### src/rtl/apm_pkg.sv
// Constants for the power-management timer and fixed-feature register block.
// Assumes a 20 MHz system clock and a host that issues single I/O accesses.
package apm_pkg;
  // ****************************************
  // Address map
  // ****************************************
  localparam logic [15:0] FIXED_SPACE_BASE_DEF = 16'hAC00;
  localparam logic [15:0] TMR_IO_ADDR = 16'h121C;
  localparam logic [15:0] TMR_MEM_OFF = 16'h001C;
  localparam logic [4:0] OFF_THROTTLE = 5'h00;
  localparam logic [4:0] OFF_C2 = 5'h04;
  localparam logic [4:0] OFF_RSVD5 = 5'h05;
  localparam logic [4:0] OFF_CMD = 5'h06;
  localparam logic [4:0] OFF_RSVD7 = 5'h07;
  localparam logic [4:0] OFF_FIX_STS = 5'h08;
  localparam logic [4:0] OFF_FIX_EN = 5'h0A;
  localparam logic [4:0] OFF_FIX_CTL = 5'h0C;
  localparam logic [4:0] OFF_SETUP_INDEX = 5'h0E;
  localparam logic [4:0] OFF_GPE_STS = 5'h10;
  localparam logic [4:0] OFF_GPE_EN = 5'h12;
  localparam logic [4:0] OFF_SETUP_DATA = 5'h14;
  // ****************************************
  // Access sizes
  // ****************************************
  typedef enum logic [1:0] {SZ_BYTE = 2'h0, SZ_WORD = 2'h1, SZ_DWORD = 2'h2, SZ_NONE = 2'h3} apm_size_t;
  // ****************************************
  // Fields, masks and reset values
  // ****************************************
  localparam logic [23:0] TMR_RESET = 24'hFF_FFFC;
  localparam logic [31:0] THR_MASK = 32'h0000_0017;
  localparam int THR_ON_BIT = 4;
  localparam logic [15:0] FIX_STS_MASK = 16'h8721;
  localparam logic [15:0] FIX_EN_MASK = 16'h0721;
  localparam int FIX_TMR_BIT = 0;
  localparam logic [15:0] CTL_MASK = 16'h1C01;
  localparam int CTL_SCI_EN = 0;
  localparam int CTL_SLP_EN = 13;
  localparam int CTL_SLP_TYP_LSB = 10;
  localparam logic [12:0] SETUP_MAP_PAGE = 13'h0002;
  localparam int MAP_N = 8;
  // ****************************************
  // Commands and timing
  // ****************************************
  localparam logic [7:0] CMD_OS_TAKEOVER = 8'h01;
  localparam logic [7:0] CMD_OS_RELEASE = 8'h02;
  localparam logic [7:0] CMD_HIBERNATE = 8'h03;
  localparam int CLK_HZ = 20_000_000;
  localparam int TMR_HZ = 3_579_545;
  localparam logic [24:0] ACC_STEP = 25'(TMR_HZ);
  localparam logic [24:0] ACC_MOD = 25'(CLK_HZ);
endpackage : apm_pkg

### src/rtl/apm_regs.sv
// Power-management timer, throttle, C2 trigger, command port and event groups.
// Assumes a host issuing one-cycle I/O read/write strobes on clk.
`timescale 1ns/1ps
module apm_regs
  import apm_pkg::*;
#(
  parameter logic [15:0] FIXED_SPACE_BASE = FIXED_SPACE_BASE_DEF
) (
  // Clock and reset
  input wire logic clk,
  input wire logic rst_n,
  // Host I/O access
  input wire logic [15:0] io_addr,
  input wire logic io_mem,
  input wire logic io_rd,
  input wire logic io_wr,
  input wire logic [1:0] io_size,
  input wire logic [31:0] io_wdata,
  output logic [31:0] io_rdata,
  output logic io_rvalid,
  // Side-band inputs
  input wire logic tmr_smi_en,
  input wire logic smi_sts_clr,
  input wire logic [7:0] gpio_in,
  // Power-management outputs
  output logic smi_top_sts,
  output logic smi_lvl2_sts,
  output logic sci_o,
  output logic cpu_stop,
  output logic c2_req,
  output logic os_mode,
  output logic hibernate_req,
  output logic sleep_req,
  output logic [2:0] sleep_type
);
  // ****************************************
  // Decode
  // ****************************************
  function automatic logic [1:0] nat_size(input logic [4:0] o);
    case (o)
      OFF_THROTTLE: nat_size = SZ_DWORD;
      OFF_C2, OFF_RSVD5, OFF_CMD, OFF_RSVD7: nat_size = SZ_BYTE;
      OFF_FIX_STS, OFF_FIX_EN, OFF_FIX_CTL, OFF_SETUP_INDEX: nat_size = SZ_WORD;
      OFF_GPE_STS, OFF_GPE_EN, OFF_SETUP_DATA: nat_size = SZ_WORD;
      default: nat_size = SZ_NONE;
    endcase
  endfunction : nat_size

  logic hit_blk;
  logic hit_tmr;
  logic [4:0] off;
  logic rd_ok;
  logic wr_ok;
  assign off = io_addr[4:0];
  assign hit_blk = !io_mem && (io_addr[15:5] == FIXED_SPACE_BASE[15:5]);
  assign hit_tmr = (io_mem ? io_addr == TMR_MEM_OFF : io_addr == TMR_IO_ADDR) && io_size == SZ_DWORD;
  assign rd_ok = io_rd && hit_blk && io_size == nat_size(off);
  assign wr_ok = io_wr && hit_blk && io_size == nat_size(off);

  // ****************************************
  // Timer
  // ****************************************
  logic [24:0] acc_r, acc_nxt;
  logic [23:0] cnt_r, cnt_nxt;
  logic [24:0] acc_sum;
  logic tick;
  logic tog;
  always_comb begin
    acc_sum = acc_r + ACC_STEP;
    tick = acc_sum >= ACC_MOD;
    acc_nxt = tick ? acc_sum - ACC_MOD : acc_sum;
    cnt_nxt = cnt_r + 24'(tick);
    tog = tick && (cnt_nxt[23] != cnt_r[23]);
  end
  always_ff @(posedge clk or negedge rst_n) begin
    if (!rst_n) begin
      acc_r <= '0;
      cnt_r <= TMR_RESET;
    end else begin
      acc_r <= acc_nxt;
      cnt_r <= cnt_nxt;
    end
  end

  // ****************************************
  // GPIO synchroniser
  // ****************************************
  logic [7:0] g1_r, g2_r, g3_r;
  logic [7:0] rise;
  always_ff @(posedge clk or negedge rst_n) begin
    if (!rst_n) begin
      g1_r <= '0;
      g2_r <= '0;
      g3_r <= '0;
    end else begin
      g1_r <= gpio_in;
      g2_r <= g1_r;
      g3_r <= g2_r;
    end
  end
  assign rise = g2_r & ~g3_r;

  // ****************************************
  // Registers
  // ****************************************
  logic [31:0] thr_r, thr_nxt;
  logic [7:0] cmd_r, cmd_nxt;
  logic [15:0] fsts_r, fsts_nxt, fen_r, fen_nxt, ctl_r, ctl_nxt, idx_r, idx_nxt;
  logic [15:0] gsts_r, gsts_nxt, gen_r, gen_nxt;
  logic [5:0] map_r [MAP_N];
  logic [5:0] map_nxt [MAP_N];
  logic smi_top_r, smi_top_nxt, smi_l2_r, smi_l2_nxt;
  logic [15:0] fset, gset, wclr;
  logic idx_ok;
  always_comb begin
    fset = '0;
    gset = '0;
    fset[FIX_TMR_BIT] = tog;
    for (int n = 0; n < MAP_N; n++) begin
      if (rise[n] && map_r[n][5]) begin
        if (map_r[n][4]) begin
          gset[map_r[n][3:0]] = 1'b1;
        end else begin
          fset[map_r[n][3:0]] = 1'b1;
        end
      end
    end
    fset = fset & FIX_STS_MASK;
    idx_ok = idx_r[15:3] == SETUP_MAP_PAGE;
    wclr = io_wdata[15:0];
    thr_nxt = thr_r;
    cmd_nxt = cmd_r;
    fen_nxt = fen_r;
    ctl_nxt = ctl_r;
    idx_nxt = idx_r;
    gen_nxt = gen_r;
    map_nxt = map_r;
    fsts_nxt = fsts_r;
    gsts_nxt = gsts_r;
    if (wr_ok) begin
      case (off)
        OFF_THROTTLE: thr_nxt = io_wdata & THR_MASK;
        OFF_CMD: begin
          cmd_nxt = io_wdata[7:0];
          if (io_wdata[7:0] == CMD_OS_TAKEOVER) begin
            ctl_nxt[CTL_SCI_EN] = 1'b1;
          end else if (io_wdata[7:0] == CMD_OS_RELEASE) begin
            ctl_nxt[CTL_SCI_EN] = 1'b0;
          end
        end
        OFF_FIX_STS: fsts_nxt = fsts_r & ~wclr;
        OFF_FIX_EN: fen_nxt = wclr & FIX_EN_MASK;
        OFF_FIX_CTL: ctl_nxt = wclr & CTL_MASK;
        OFF_SETUP_INDEX: if (wclr[15:3] == SETUP_MAP_PAGE) idx_nxt = wclr;
        OFF_GPE_STS: gsts_nxt = gsts_r & ~wclr;
        OFF_GPE_EN: gen_nxt = wclr;
        OFF_SETUP_DATA: if (idx_ok) map_nxt[idx_r[2:0]] = io_wdata[5:0];
        default: ;
      endcase
    end
    fsts_nxt = fsts_nxt | fset;
    gsts_nxt = gsts_nxt | gset;
    smi_top_nxt = (smi_top_r && !smi_sts_clr) || (tog && tmr_smi_en);
    smi_l2_nxt = (smi_l2_r && !smi_sts_clr) || (tog && tmr_smi_en);
  end
  always_ff @(posedge clk or negedge rst_n) begin
    if (!rst_n) begin
      thr_r <= '0;
      cmd_r <= '0;
      fsts_r <= '0;
      fen_r <= '0;
      ctl_r <= '0;
      idx_r <= '0;
      gsts_r <= '0;
      gen_r <= '0;
      smi_top_r <= 1'b0;
      smi_l2_r <= 1'b0;
      for (int n = 0; n < MAP_N; n++) begin
        map_r[n] <= '0;
      end
    end else begin
      thr_r <= thr_nxt;
      cmd_r <= cmd_nxt;
      fsts_r <= fsts_nxt;
      fen_r <= fen_nxt;
      ctl_r <= ctl_nxt;
      idx_r <= idx_nxt;
      gsts_r <= gsts_nxt;
      gen_r <= gen_nxt;
      smi_top_r <= smi_top_nxt;
      smi_l2_r <= smi_l2_nxt;
      map_r <= map_nxt;
    end
  end

  // ****************************************
  // Read data and output strobes
  // ****************************************
  logic [31:0] rdata_r, rdata_nxt;
  logic rvalid_r, c2_r, c2_nxt, hib_r, hib_nxt, slp_r, slp_nxt;
  logic sci_r, sci_nxt, stop_r, stop_nxt;
  logic [2:0] phase_r, phase_nxt;
  logic [2:0] duty;
  always_comb begin
    rdata_nxt = '0;
    if (io_rd && hit_tmr) begin
      rdata_nxt = {8'h00, cnt_r};
    end else if (rd_ok) begin
      case (off)
        OFF_THROTTLE: rdata_nxt = thr_r;
        OFF_CMD: rdata_nxt = {24'h00_0000, cmd_r};
        OFF_FIX_STS: rdata_nxt = {16'h0000, fsts_r};
        OFF_FIX_EN: rdata_nxt = {16'h0000, fen_r};
        OFF_FIX_CTL: rdata_nxt = {16'h0000, ctl_r};
        OFF_SETUP_INDEX: rdata_nxt = {16'h0000, idx_r};
        OFF_GPE_STS: rdata_nxt = {16'h0000, gsts_r};
        OFF_GPE_EN: rdata_nxt = {16'h0000, gen_r};
        OFF_SETUP_DATA: if (idx_ok) rdata_nxt = {26'h00_0000, map_r[idx_r[2:0]]};
        default: rdata_nxt = '0;
      endcase
    end
    c2_nxt = rd_ok && off == OFF_C2;
    hib_nxt = wr_ok && off == OFF_CMD && io_wdata[7:0] == CMD_HIBERNATE;
    slp_nxt = wr_ok && off == OFF_FIX_CTL && io_wdata[CTL_SLP_EN];
    sci_nxt = ctl_r[CTL_SCI_EN] && ((|(fsts_r & fen_r)) || (|(gsts_r & gen_r)));
    duty = thr_r[2:0];
    phase_nxt = phase_r + 3'(tick);
    stop_nxt = thr_r[THR_ON_BIT] && duty != 3'h0 && phase_r >= duty;
  end
  always_ff @(posedge clk or negedge rst_n) begin
    if (!rst_n) begin
      rdata_r <= '0;
      rvalid_r <= 1'b0;
      c2_r <= 1'b0;
      hib_r <= 1'b0;
      slp_r <= 1'b0;
      sci_r <= 1'b0;
      stop_r <= 1'b0;
      phase_r <= '0;
    end else begin
      rdata_r <= rdata_nxt;
      rvalid_r <= io_rd;
      c2_r <= c2_nxt;
      hib_r <= hib_nxt;
      slp_r <= slp_nxt;
      sci_r <= sci_nxt;
      stop_r <= stop_nxt;
      phase_r <= phase_nxt;
    end
  end
  assign io_rdata = rdata_r;
  assign io_rvalid = rvalid_r;
  assign smi_top_sts = smi_top_r;
  assign smi_lvl2_sts = smi_l2_r;
  assign sci_o = sci_r;
  assign cpu_stop = stop_r;
  assign c2_req = c2_r;
  assign os_mode = ctl_r[CTL_SCI_EN];
  assign hibernate_req = hib_r;
  assign sleep_req = slp_r;
  assign sleep_type = ctl_r[CTL_SLP_TYP_LSB +: 3];
endmodule : apm_regs
### config.mk
export PLATFORM = sky130hd
export DESIGN_NAME = apm_regs
export DESIGN_NICKNAME = d
export VERILOG_FILES = /design/src/rtl/apm_pkg.sv /design/src/rtl/apm_regs.sv
export SDC_FILE = /design/constraint.sdc
export NUM_CORES = 1
export LEC_CHECK = 0
export BUFFER_PORTS_ARGS = -buffer_cell sky130_fd_sc_hd__buf_2
export CORE_MARGIN = 3
export CORE_UTILIZATION = 25
export DETAILED_ROUTE_END_ITERATION = 6
export GPL_ROUTABILITY_DRIVEN = 0
export PLACE_DENSITY = 0.45
export SLEW_MARGIN = 10
export SYNTH_ARGS = -nofsm -noshare
export SYNTH_HDL_FRONTEND = slang
export SYNTH_SLANG_ARGS = --single-unit
### constraint.sdc
create_clock -name clk -period 8.14 [get_ports clk]
set_clock_uncertainty 0.15 [all_clocks]
set_input_delay 1.221 -clock clk [delete_from_list [all_inputs] [get_ports clk]]
set_output_delay 1.221 -clock clk [all_outputs]
set_load 0.02 [all_outputs]
# After elaboration in Yosys (flattened, before gate mapping)
# Memory sizes are Yosys's and may differ from the RTL's.
# Cells that the tools add are included.
# Widths: inputs -> output; s select.
# op_classes
div_mod_pow,0
muxes,67
n_eq_ne,22
reduce_logical,54
n_mul,0
n_bitwise,25
n_lt_le_gt_ge,20
addsub,4
n_shift,0
# ops
operator,count
$mux 16,36
$or 16x16->16,16
$pmux 16 s9,1
$mux 32,2
$and 16x16->16,3
$bwmux 48,1
$lt 4x5->1 const B,8
$logic_and 1x1->1,36
$demux 1 s4,8
$ge 4x1->1 const B,8
$reduce_or 16->1,2
$eq 13x2->1 const B,2
$add 25x22->25 const B,1
$ge 25x25->1 const B,1
$mux 25,1
$sub 25x25->25 const B,1
$add 24x1->24,1
$mux 6,4
$eq 5x4->1 const B,4
$bmux 6 s3,1
$demux 6 s3,1
$and 16x11->16,1
$eq 16x13->1 const B,1
$eq 16x5->1 const B,1
other kinds (27),51
# word_totals
mem_bits_ro,128
out_inout_bits,44
inputBits,65
latchBits,0
memories,2
reg_bits,249
word_cells,226
ram_bits,0
# mem_list
memory,words,width,read_ports,rd_clocked_by_memory_dff,write_ports,line,source
(name not given),32,2,1,0,0,apm_regs.sv:40,case (o)
(name not given),32,2,1,0,0,apm_regs.sv:40,

# Depth between registers and ports, before layout
# Gate-level depths: netlist (run 1).
# logic_depth
depth_word,30
ltp_mapped,20
mapped_depth_nobuf,16

# Worst setup path before layout (run 1)
# No wires, ideal clock.
# synth_timing
path_kind,register to register
start,register acc_r[4]
end,register cnt_r[22]
synth_period_minus_slack_ps,4100
arrival_time_ps,3875
setup_ps,75
required_time_ps,7915
n_path_buf,5
path_slack_ps,4040
path_stages_with_launch,21
path_cell_list,dfrtp_1 -> buf_6 -> a311o_1 -> buf_6 -> o211a_1 -> buf_6 -> xor2_1 -> ha_1 -> nand3_1 -> a2111oi_2 -> a41o_1 -> o31a_1 -> buf_4 -> buf_6 -> ha_1 -> ha_1 -> nand2_1 -> or3_1 -> inv_1 -> nand3_1 -> xnor2_1
# synth_between
elab_chain_cells,3
# synth_lines
item,line,source
from (decl),apm_regs.sv:63,"logic [24:0] acc_r, acc_nxt;"
from (signal assigned),apm_regs.sv:80,acc_r <= acc_nxt;
$add 25x22->25,apm_regs.sv:69,acc_sum = acc_r + ACC_STEP;
$ge 25x25->1,apm_regs.sv:70,tick = acc_sum >= ACC_MOD;
$add 24x1->24,apm_regs.sv:72,cnt_nxt = cnt_r + 24'(tick);
named net cnt_nxt[22],apm_regs.sv:64,"logic [23:0] cnt_r, cnt_nxt;"
to (signal assigned),apm_regs.sv:81,cnt_r <= cnt_nxt;
to (decl),apm_regs.sv:64,
# The timed path passes the listed nets, and every way through them passes these cells.
# A chain may end at the register's enable or synchronous reset.

# Final worst setup path (run 1)
# layout_timing
start,register acc_r[2]
end,"register smi_l2_r, in the netlist smi_lvl2_sts"
# layout_between
elab_chain_cells,7
# layout_lines
item,line,source
$add 25x22->25 *,apm_regs.sv:69,
$ge 25x25->1 *,apm_regs.sv:70,
$add 24x1->24,apm_regs.sv:72,
$ne 1x1->1,apm_regs.sv:73,tog = tick && (cnt_nxt[23] != cnt_r[23]);
$logic_and 1x1->1 *,apm_regs.sv:73,
$logic_and 1x1->1 *,apm_regs.sv:164,smi_l2_nxt = (smi_l2_r && !smi_sts_clr) || (tog && tmr_smi_en);
$logic_or 1x1->1 *,apm_regs.sv:164,
named net smi_l2_nxt,apm_regs.sv:112,"logic smi_top_r, smi_top_nxt, smi_l2_r, smi_l2_nxt;"
to (signal assigned),apm_regs.sv:191,smi_l2_r <= smi_l2_nxt;
to (decl),apm_regs.sv:112,
# Mark *: on every way through the listed nets, which the timed path passes. The rest lies on a longest branch.

==> results of run 1 <==
-- kinds of logic (layout without fill, tap and decap cells) --
group,count (synthesis),count (layout),share of synthesized area [%]
buf+inv,111,169,3.89
other cells,1,8,0.0287
flops,241,241,46.4
compound gates,258,258,15.1
xor+xnor,61,61,4.09
fa+ha+maj,11,11,1.05
mux,101,101,9.02
simple gates,502,502,20.4
-- path summary, 6_finish.rpt --
path	startpoint	to	slack, ns	cells past startpoint
worst max-delay path	acc_r[2]	smi_lvl2_sts	3.26	14
worst min-delay path	g1_r[7]	g2_r[7]	0.20	0
worst max register to register	acc_r[2]	smi_lvl2_sts	3.26	14
worst min register to register	g1_r[7]	g2_r[7]	0.20	0
max in group asynchronous	rst_n	map_r[26]	5.83	2
min in group asynchronous	rst_n	io_rdata[15]	0.52	1
-- metal layers --
metal / part of all wire, % / up-vias / wire, microns / GRT usage (%)
met5: 0 / - / 0 / 0
met2: 46 / 395 / 19900 / 25.2
met1: 44 / 5363 / 19400 / 21.7
met3: 6.4 / 93 / 2790 / 2.54
li1: - / 4824 / - / -
met4: 3.6 / 0 / 1570 / 4.98
-- state kept, by name, indices dropped and copies added, names as in the netlist, 3 cells and up --
register and cells:
acc_r 25, cmd_r 8, cnt_r 24, ctl_r 4, fen_r 5, fsts_r 16
g1_r 8, g2_r 8, g3_r 8, gen_r 16, gsts_r 16, idx_r 16
io_rdata 24, map_r 48, phase_r 3, thr_r 4
-- cells in the final DEF (no fill, tap or decap), types with 16 or more instances in the layout --
master / instances
nand4_1: 31
o21ai_0: 26
a221oi_1: 18
mux2_2: 92
nand2_1: 150
inv_1: 22
a22oi_1: 39
nand3_1: 45
a21oi_1: 34
and2_1: 31
xor2_1: 21
dfstp_2: 22
xnor2_1: 40
nor2b_1: 24
buf_2: 83
dfrtp_1: 219
nand2b_1: 16
nor2_1: 63
nor3_1: 32
clkbuf_16: 29
-- power breakdown --
group | leakage [nW] | switching [mW] | internal (mW)
registers | 3.07 | 0.00269 | 1.21
clock network | 0.493 | 0.540 | 0.847
logic | 2.92 | 0.0596 | 0.0172
-- final cells by class --
class	instances	area share [%]
clock buffer	42	5.61
sequential	241	40.3
tap	680	5.66
clock inverter	11	1.18
timing repair buffer	94	3.36
inverter	22	0.549
multi-input combinational	941	43.4
==> metrics.cfg, run 1 <==
[floorplan]
die_h_microns = 234
core-area_sq_mm = 0.0515
die_x_microns = 234
start_util_pct = 25.3
dieArea_sq_mm = 0.0550
row_count = 83
ios = 109

[timing]
hold_violations = 0
period_share_pct = 60.0
rsz0062_at_grt = no
finalSetupViolCount = 0
fmax_mhz = 205
fin_setup_tns_ns = 0
slew_headroom_pct = 16.5
drv_slew = 0
max_slew.worst_pin.slew_ns = 1.24
worst_slack_ns = 3.26
finalCriticalPeriod_ns = 4.88
holdWs_ns = 0.196

[yosys]
synth_seq_cells = 241
syn-cell-area_sq_mm = 0.0131
synth_edf_count = 0
seq_area_frac_synth_pct = 46.4
yosys.cell_types.count = 91
avgSynthCellArea_sq_um = 10.1
synth_area_leader_cell = dfrtp_1
ys_async_sr_fraction_pct = 100
ys_warn_count = 0
ys.flop_type = dfrtp_1
synth_top_cell_area_share_pct = 42.0
synth_cells = 1286
yosys-top-cells-count = dfrtp_1 (219), nand2_1 (150), mux2_2 (92)
synth_most_common_cell = dfrtp_1
ys_top_cells_by_area = dfrtp_1 (42%), mux2_2 (7.9%), dfstp_2 (4.4%)

[critical_path]
critical-path-slowest-cell = nor3_1
arrival_ns = 5.24
slowest_delay_ns = 0.55
cp_num_buf_inv = 0
path_max_fanout = 9
critPathMostFrequentCell = nand3_1
path_delay_family = compound AO/OA/AOI/OAI gates
end_kind = flip-flop
worstPathCellList = a311o_1 -> o211a_1 -> xor2_1 -> ha_1 -> nand3_1 -> a2111oi_2 -> a41o_1 -> o31a_1 -> ha_1 -> nand3_1 -> nor3_1 -> and4_1 -> nand3_1 -> o21ai_1
criticalPathCategory = flip-flop to flip-flop
crit_required_ns = 8.50
startpoint_type = flip-flop

[drt]
wl_mm = 43.6
drt-initial-drc-count = 1135
dr.pass1.iters = 6
drc = 0
ant_nets = 0
viasPerCell = 5.26
num_vias = 10700
wl_per_cell_microns = 21.5

[outcome]
status = completed

[clocking]
cts_buffers = 29
cts_buffer_depth = 3
cts_root_buf = clkbuf_16
clk_pin_slew_worst_paths_ns = 0.06
worstSkewPairLatency_ns = 0.58
cts_resized = 0
cts.sinks = 241
cts_setup_buffers = 0
cts_hold_buffers = 0
tritoncts = built
h-tree-depth = 1

[pwr]
power.leakage_nw = 6.48
finalPower_mw = 2.67
vdd_drop_max_v = 0.000149
powerDensity_mw_per_mm2 = 178

[finish]
nFillCells = 5506
final_util_pct = 29.2
antenna_cells = 0
post-route-cell-area_sq_mm = 0.0150
instances_no_fill = 2031
num-nets-final = 1405
syn_to_final_growth_pct = 15.3
ff_latch_area_sq_mm = 0.00606
multi_input_area_sq_mm = 0.00652
drive_gt1_share_pct = 20.6

[global_routing]
grt_overflow = 0
antenna_found_initial = 1
grt_pass1_vias = 10600
grt_max_degree = 110
grt_util_all_layers_pct = 15.7
grt_pass1_wl_mm = 67.0

[place]
place_area_sq_mm = 0.0140
dp_slack_ns = 3.26
dp.cells = 1978
hpwlAfterDp_mm = 31.6
port_buffers = 84

[job]
cap_viol_max_count = 0

[min_path]
hold_path_class = flip-flop to flip-flop

(Power assumes the default switching activity.)
==> run 2, diff against run 1 <==
--- a/config.mk
+++ b/config.mk
@@ -5,6 +5,7 @@
 export SDC_FILE = /design/constraint.sdc
 export NUM_CORES = 1
 export LEC_CHECK = 0
+export ABC_AREA = 1
 export BUFFER_PORTS_ARGS = -buffer_cell sky130_fd_sc_hd__buf_2
 export CORE_MARGIN = 3
 export CORE_UTILIZATION = 25
==> constraint.sdc (replaced) <==
create_clock -name clk -period 4.9 [get_ports clk]
set_clock_uncertainty 0.15 [all_clocks]
set_input_delay 0.735 -clock clk [delete_from_list [all_inputs] [get_ports clk]]
set_output_delay 0.735 -clock clk [all_outputs]
set_load 0.02 [all_outputs]
==> metrics.cfg, run 2 <==
[critical_path]
critical-path-slowest-cell = dfrtp_1
cp_num_buf_inv = 2  ; +2
slowest_delay_ns = 0.41  ; -0.14 ns
startpoint_type = flip-flop
crit_required_ns = 5.26  ; -3.24 ns
end_kind = flip-flop
arrival_ns = 4.81  ; -0.43 ns
critPathMostFrequentCell = nand2_1
criticalPathCategory = flip-flop to flip-flop
path_max_fanout = 8  ; -1
path_delay_family = simple AND/OR/NAND/NOR gates

[global_routing]
grt_util_all_layers_pct = 16.5  ; +0.76 points
antenna_found_initial = 3  ; +2
grt_pass1_wl_mm = 72.4  ; +8.1%
grt_pass1_vias = 12000  ; +14%
grt_max_degree = 113  ; +2.7%
grt_overflow = 0  ; unchanged

[timing]
drv_slew = 0  ; unchanged
fin_setup_tns_ns = 0  ; unchanged
finalSetupViolCount = 0  ; unchanged
fmax_mhz = 224  ; +9.6%
finalCriticalPeriod_ns = 4.46  ; -0.428 ns
holdWs_ns = 0.0715  ; -0.124 ns
max_slew.worst_pin.slew_ns = 1.34  ; +0.104 ns
period_share_pct = 90.9  ; +31 points
slew_headroom_pct = 8.31  ; -8.1 points
hold_violations = 0  ; unchanged

[pwr]
powerDensity_mw_per_mm2 = 282  ; +59%
power.leakage_nw = 7.24  ; +12%
vdd_drop_max_v = 0.000270  ; +81%

[yosys]
ys_async_sr_fraction_pct = 100  ; unchanged
synth_adder_area_share_pct = 1.02  ; -0.030 points
synth_most_common_cell = nand2_1
yosys.area_share.simple_pct = 27.5  ; +7.1 points
synth_top_family_by_area = simple AND/OR/NAND/NOR gates
synth_top_cell_area_share_pct = 40.8  ; -1.2 points
seq_area_frac_synth_pct = 45.1  ; -1.3 points
avgSynthCellArea_sq_um = 7.58  ; -25%
synth_compound_area_share_pct = 14.8  ; -0.24 points
ys_warn_count = 0  ; unchanged
synth_area_leader_cell = dfrtp_1
synth_mux_area_share_pct = 0  ; -9.0 points
synth_seq_cells = 241  ; unchanged
synth_edf_count = 0  ; unchanged
yosys-top-cells-count = nand2_1 (452), inv_1 (261), dfrtp_1 (219)
ys_top_cells_by_area = dfrtp_1 (41%), nand2_1 (13%), inv_1 (7.3%)
yosys.cell_types.count = 59  ; -35%
syn-cell-area_sq_mm = 0.0134  ; +2.9%
synth_cells = 1771  ; +38%
ys.flop_type = dfrtp_1
synthXorXnorAreaFrac_pct = 2.28  ; -1.8 points

[drt]
wl_mm = 47.6  ; +9.2%
wl_per_cell_microns = 18.4  ; -14%
dr.pass1.iters = 7  ; +1
drt-initial-drc-count = 1306  ; +15%
viasPerCell = 4.91  ; -6.6%
ant_nets = 0  ; unchanged
num_vias = 12700  ; +19%
drc = 0  ; unchanged

[clocking]
cts_root_buf = clkbuf_16
cts.sinks = 241  ; unchanged
worstSkewPairLatency_ns = 0.60  ; +0.02 ns
cts_buffer_depth = 3  ; unchanged
h-tree-depth = 1  ; unchanged
tritoncts = built
clk_pin_slew_worst_paths_ns = 0.06  ; about the same
cts_hold_buffers = 0  ; unchanged
cts_buffers = 30  ; +3.4%

[floorplan]
core-area_sq_mm = 0.0529  ; +2.6%
die_x_microns = 238  ; +1.4%
start_util_pct = 25.4  ; +0.069 points
row_count = 84  ; +1.2%
die_h_microns = 238  ; +1.4%
dieArea_sq_mm = 0.0565  ; +2.8%
ios = 109  ; unchanged

[min_path]
hold_path_class = input port to async pin

[place]
port_buffers = 84  ; unchanged
dp.cells = 2521  ; +27%
hpwlAfterDp_mm = 36.0  ; +14%

[finish]
layout_commonest_cell = nand2_1
reg.largest.list = map_r x48, acc_r x25
final_util_pct = 29.8  ; +0.59 points
antenna_cells = 0  ; unchanged
syn_to_final_growth_pct = 17.3
drive_gt1_share_pct = 12.5  ; -8.1 points
instances_no_fill = 2581  ; +27%
layout_common_cells = nand2_1 (452), inv_1 (261), dfrtp_1 (219)
num-nets-final = 1945  ; +38%
largest_reg_flops = 48  ; unchanged
largest_register = map_r

[outcome]
status = completed

[job]
cap_viol_max_count = 0  ; unchanged

## run 2: changes by cell type after synthesis, moves of 42 or more
cell,before,now
nor2_1,63,190
o21ai_0,26,126
nand2_1,150,452
clkbuf_1,66,24
inv_1,22,261
mux2_2,92,0
## run 2: layout make-up
| class | instances | area, sq um |
|---|---|---|
| repair buffers | 101 | 571 |
| inverters | 271 | 1020 |
| clock buffers | 46 | 911 |
| clock inverters | 10 | 129 |
| multi-input cells | 1224 | 6200 |
| well taps | 688 | 861 |
| flip-flops and latches | 241 | 6060 |
| fillers | 5662 | 37100 |
## run 2: worst reg2reg max path: cells and delay by family (launching register included)
| kind | cells | cell delay (ns) |
|---|---|---|
| adder cells (fa/ha/maj) | 3 | 0.54 |
| flip-flops | 1 | 0.41 |
| AND/OR/NAND/NOR | 25 | 3.10 |
| buffers and inverters | 2 | 0.19 |
## run 2: kinds of logic (layout without fill, tap and decap cells)
| logic type | after synthesis | after routing |
|---|---|---|
| flip-flops | 241 | 241 |
| AO/OA/AOI/OAI | 308 | 308 |
| other | 1 | 8 |
| AND/OR/NAND/NOR | 862 | 862 |
| buffers and inverters | 313 | 428 |
| XOR/XNOR | 35 | 35 |
| adder cells (fa/ha/maj) | 11 | 11 |
## run 2: path summary, 6_finish.rpt
path / to / start / slack (ns) / cells past startpoint
worst max-delay path: smi_lvl2_sts / acc_r[1] / 0.44 / 30
worst min-delay path: io_rdata[19] / rst_n / 0.07 / 1
worst max register to register: smi_lvl2_sts / acc_r[1] / 0.44 / 30
worst min register to register: g2_r[5] / g1_r[5] / 0.19 / 0
max in group asynchronous: cnt_r[2] / rst_n / 3.51 / 2
min in group clk: g1_r[1] / gpio_in[1] / 0.11 / 1
## run 2: report_power, final
part / switching, mW / internal, mW / total [mW]
registers: 0.00368 / 2.00 / 2.01
clock network: 0.922 / 1.38 / 2.31
logic: 0.107 / 0.0299 / 0.137
total: 1.03 / 3.42 / 4.45
## run 2: repair_timing
action,4_1_cts,5_1_grt
setup endpoints to repair,0,8
setup buffers,0,4
gates resized for setup,0,8
## run 2: routing by layer
metal	routed length, microns	part of all wire [%]	track usage (%)	vias up
li1	-	-	-	6029
met1	21500	45	22.8	5931
met2	20600	43	25.5	570
met3	3420	7.2	3.25	142
met4	2060	4.3	6.08	4
met5	23	0.048	0	-
## run 2: stage by stage
step | power, mW | setup WS [ns] | area, sq um
2_1_floorplan | 2.09 | 0.704 | 13500
6_report | 4.45 | 0.445 | 15800
3_5_place_dp | 2.18 | 0.211 | 14600
4_1_cts | 4.53 | 0.173 | 15700
5_1_grt | 4.62 | -0.0442 | 15800
3_3_place_gp | 2.18 | 0.219 | 14600
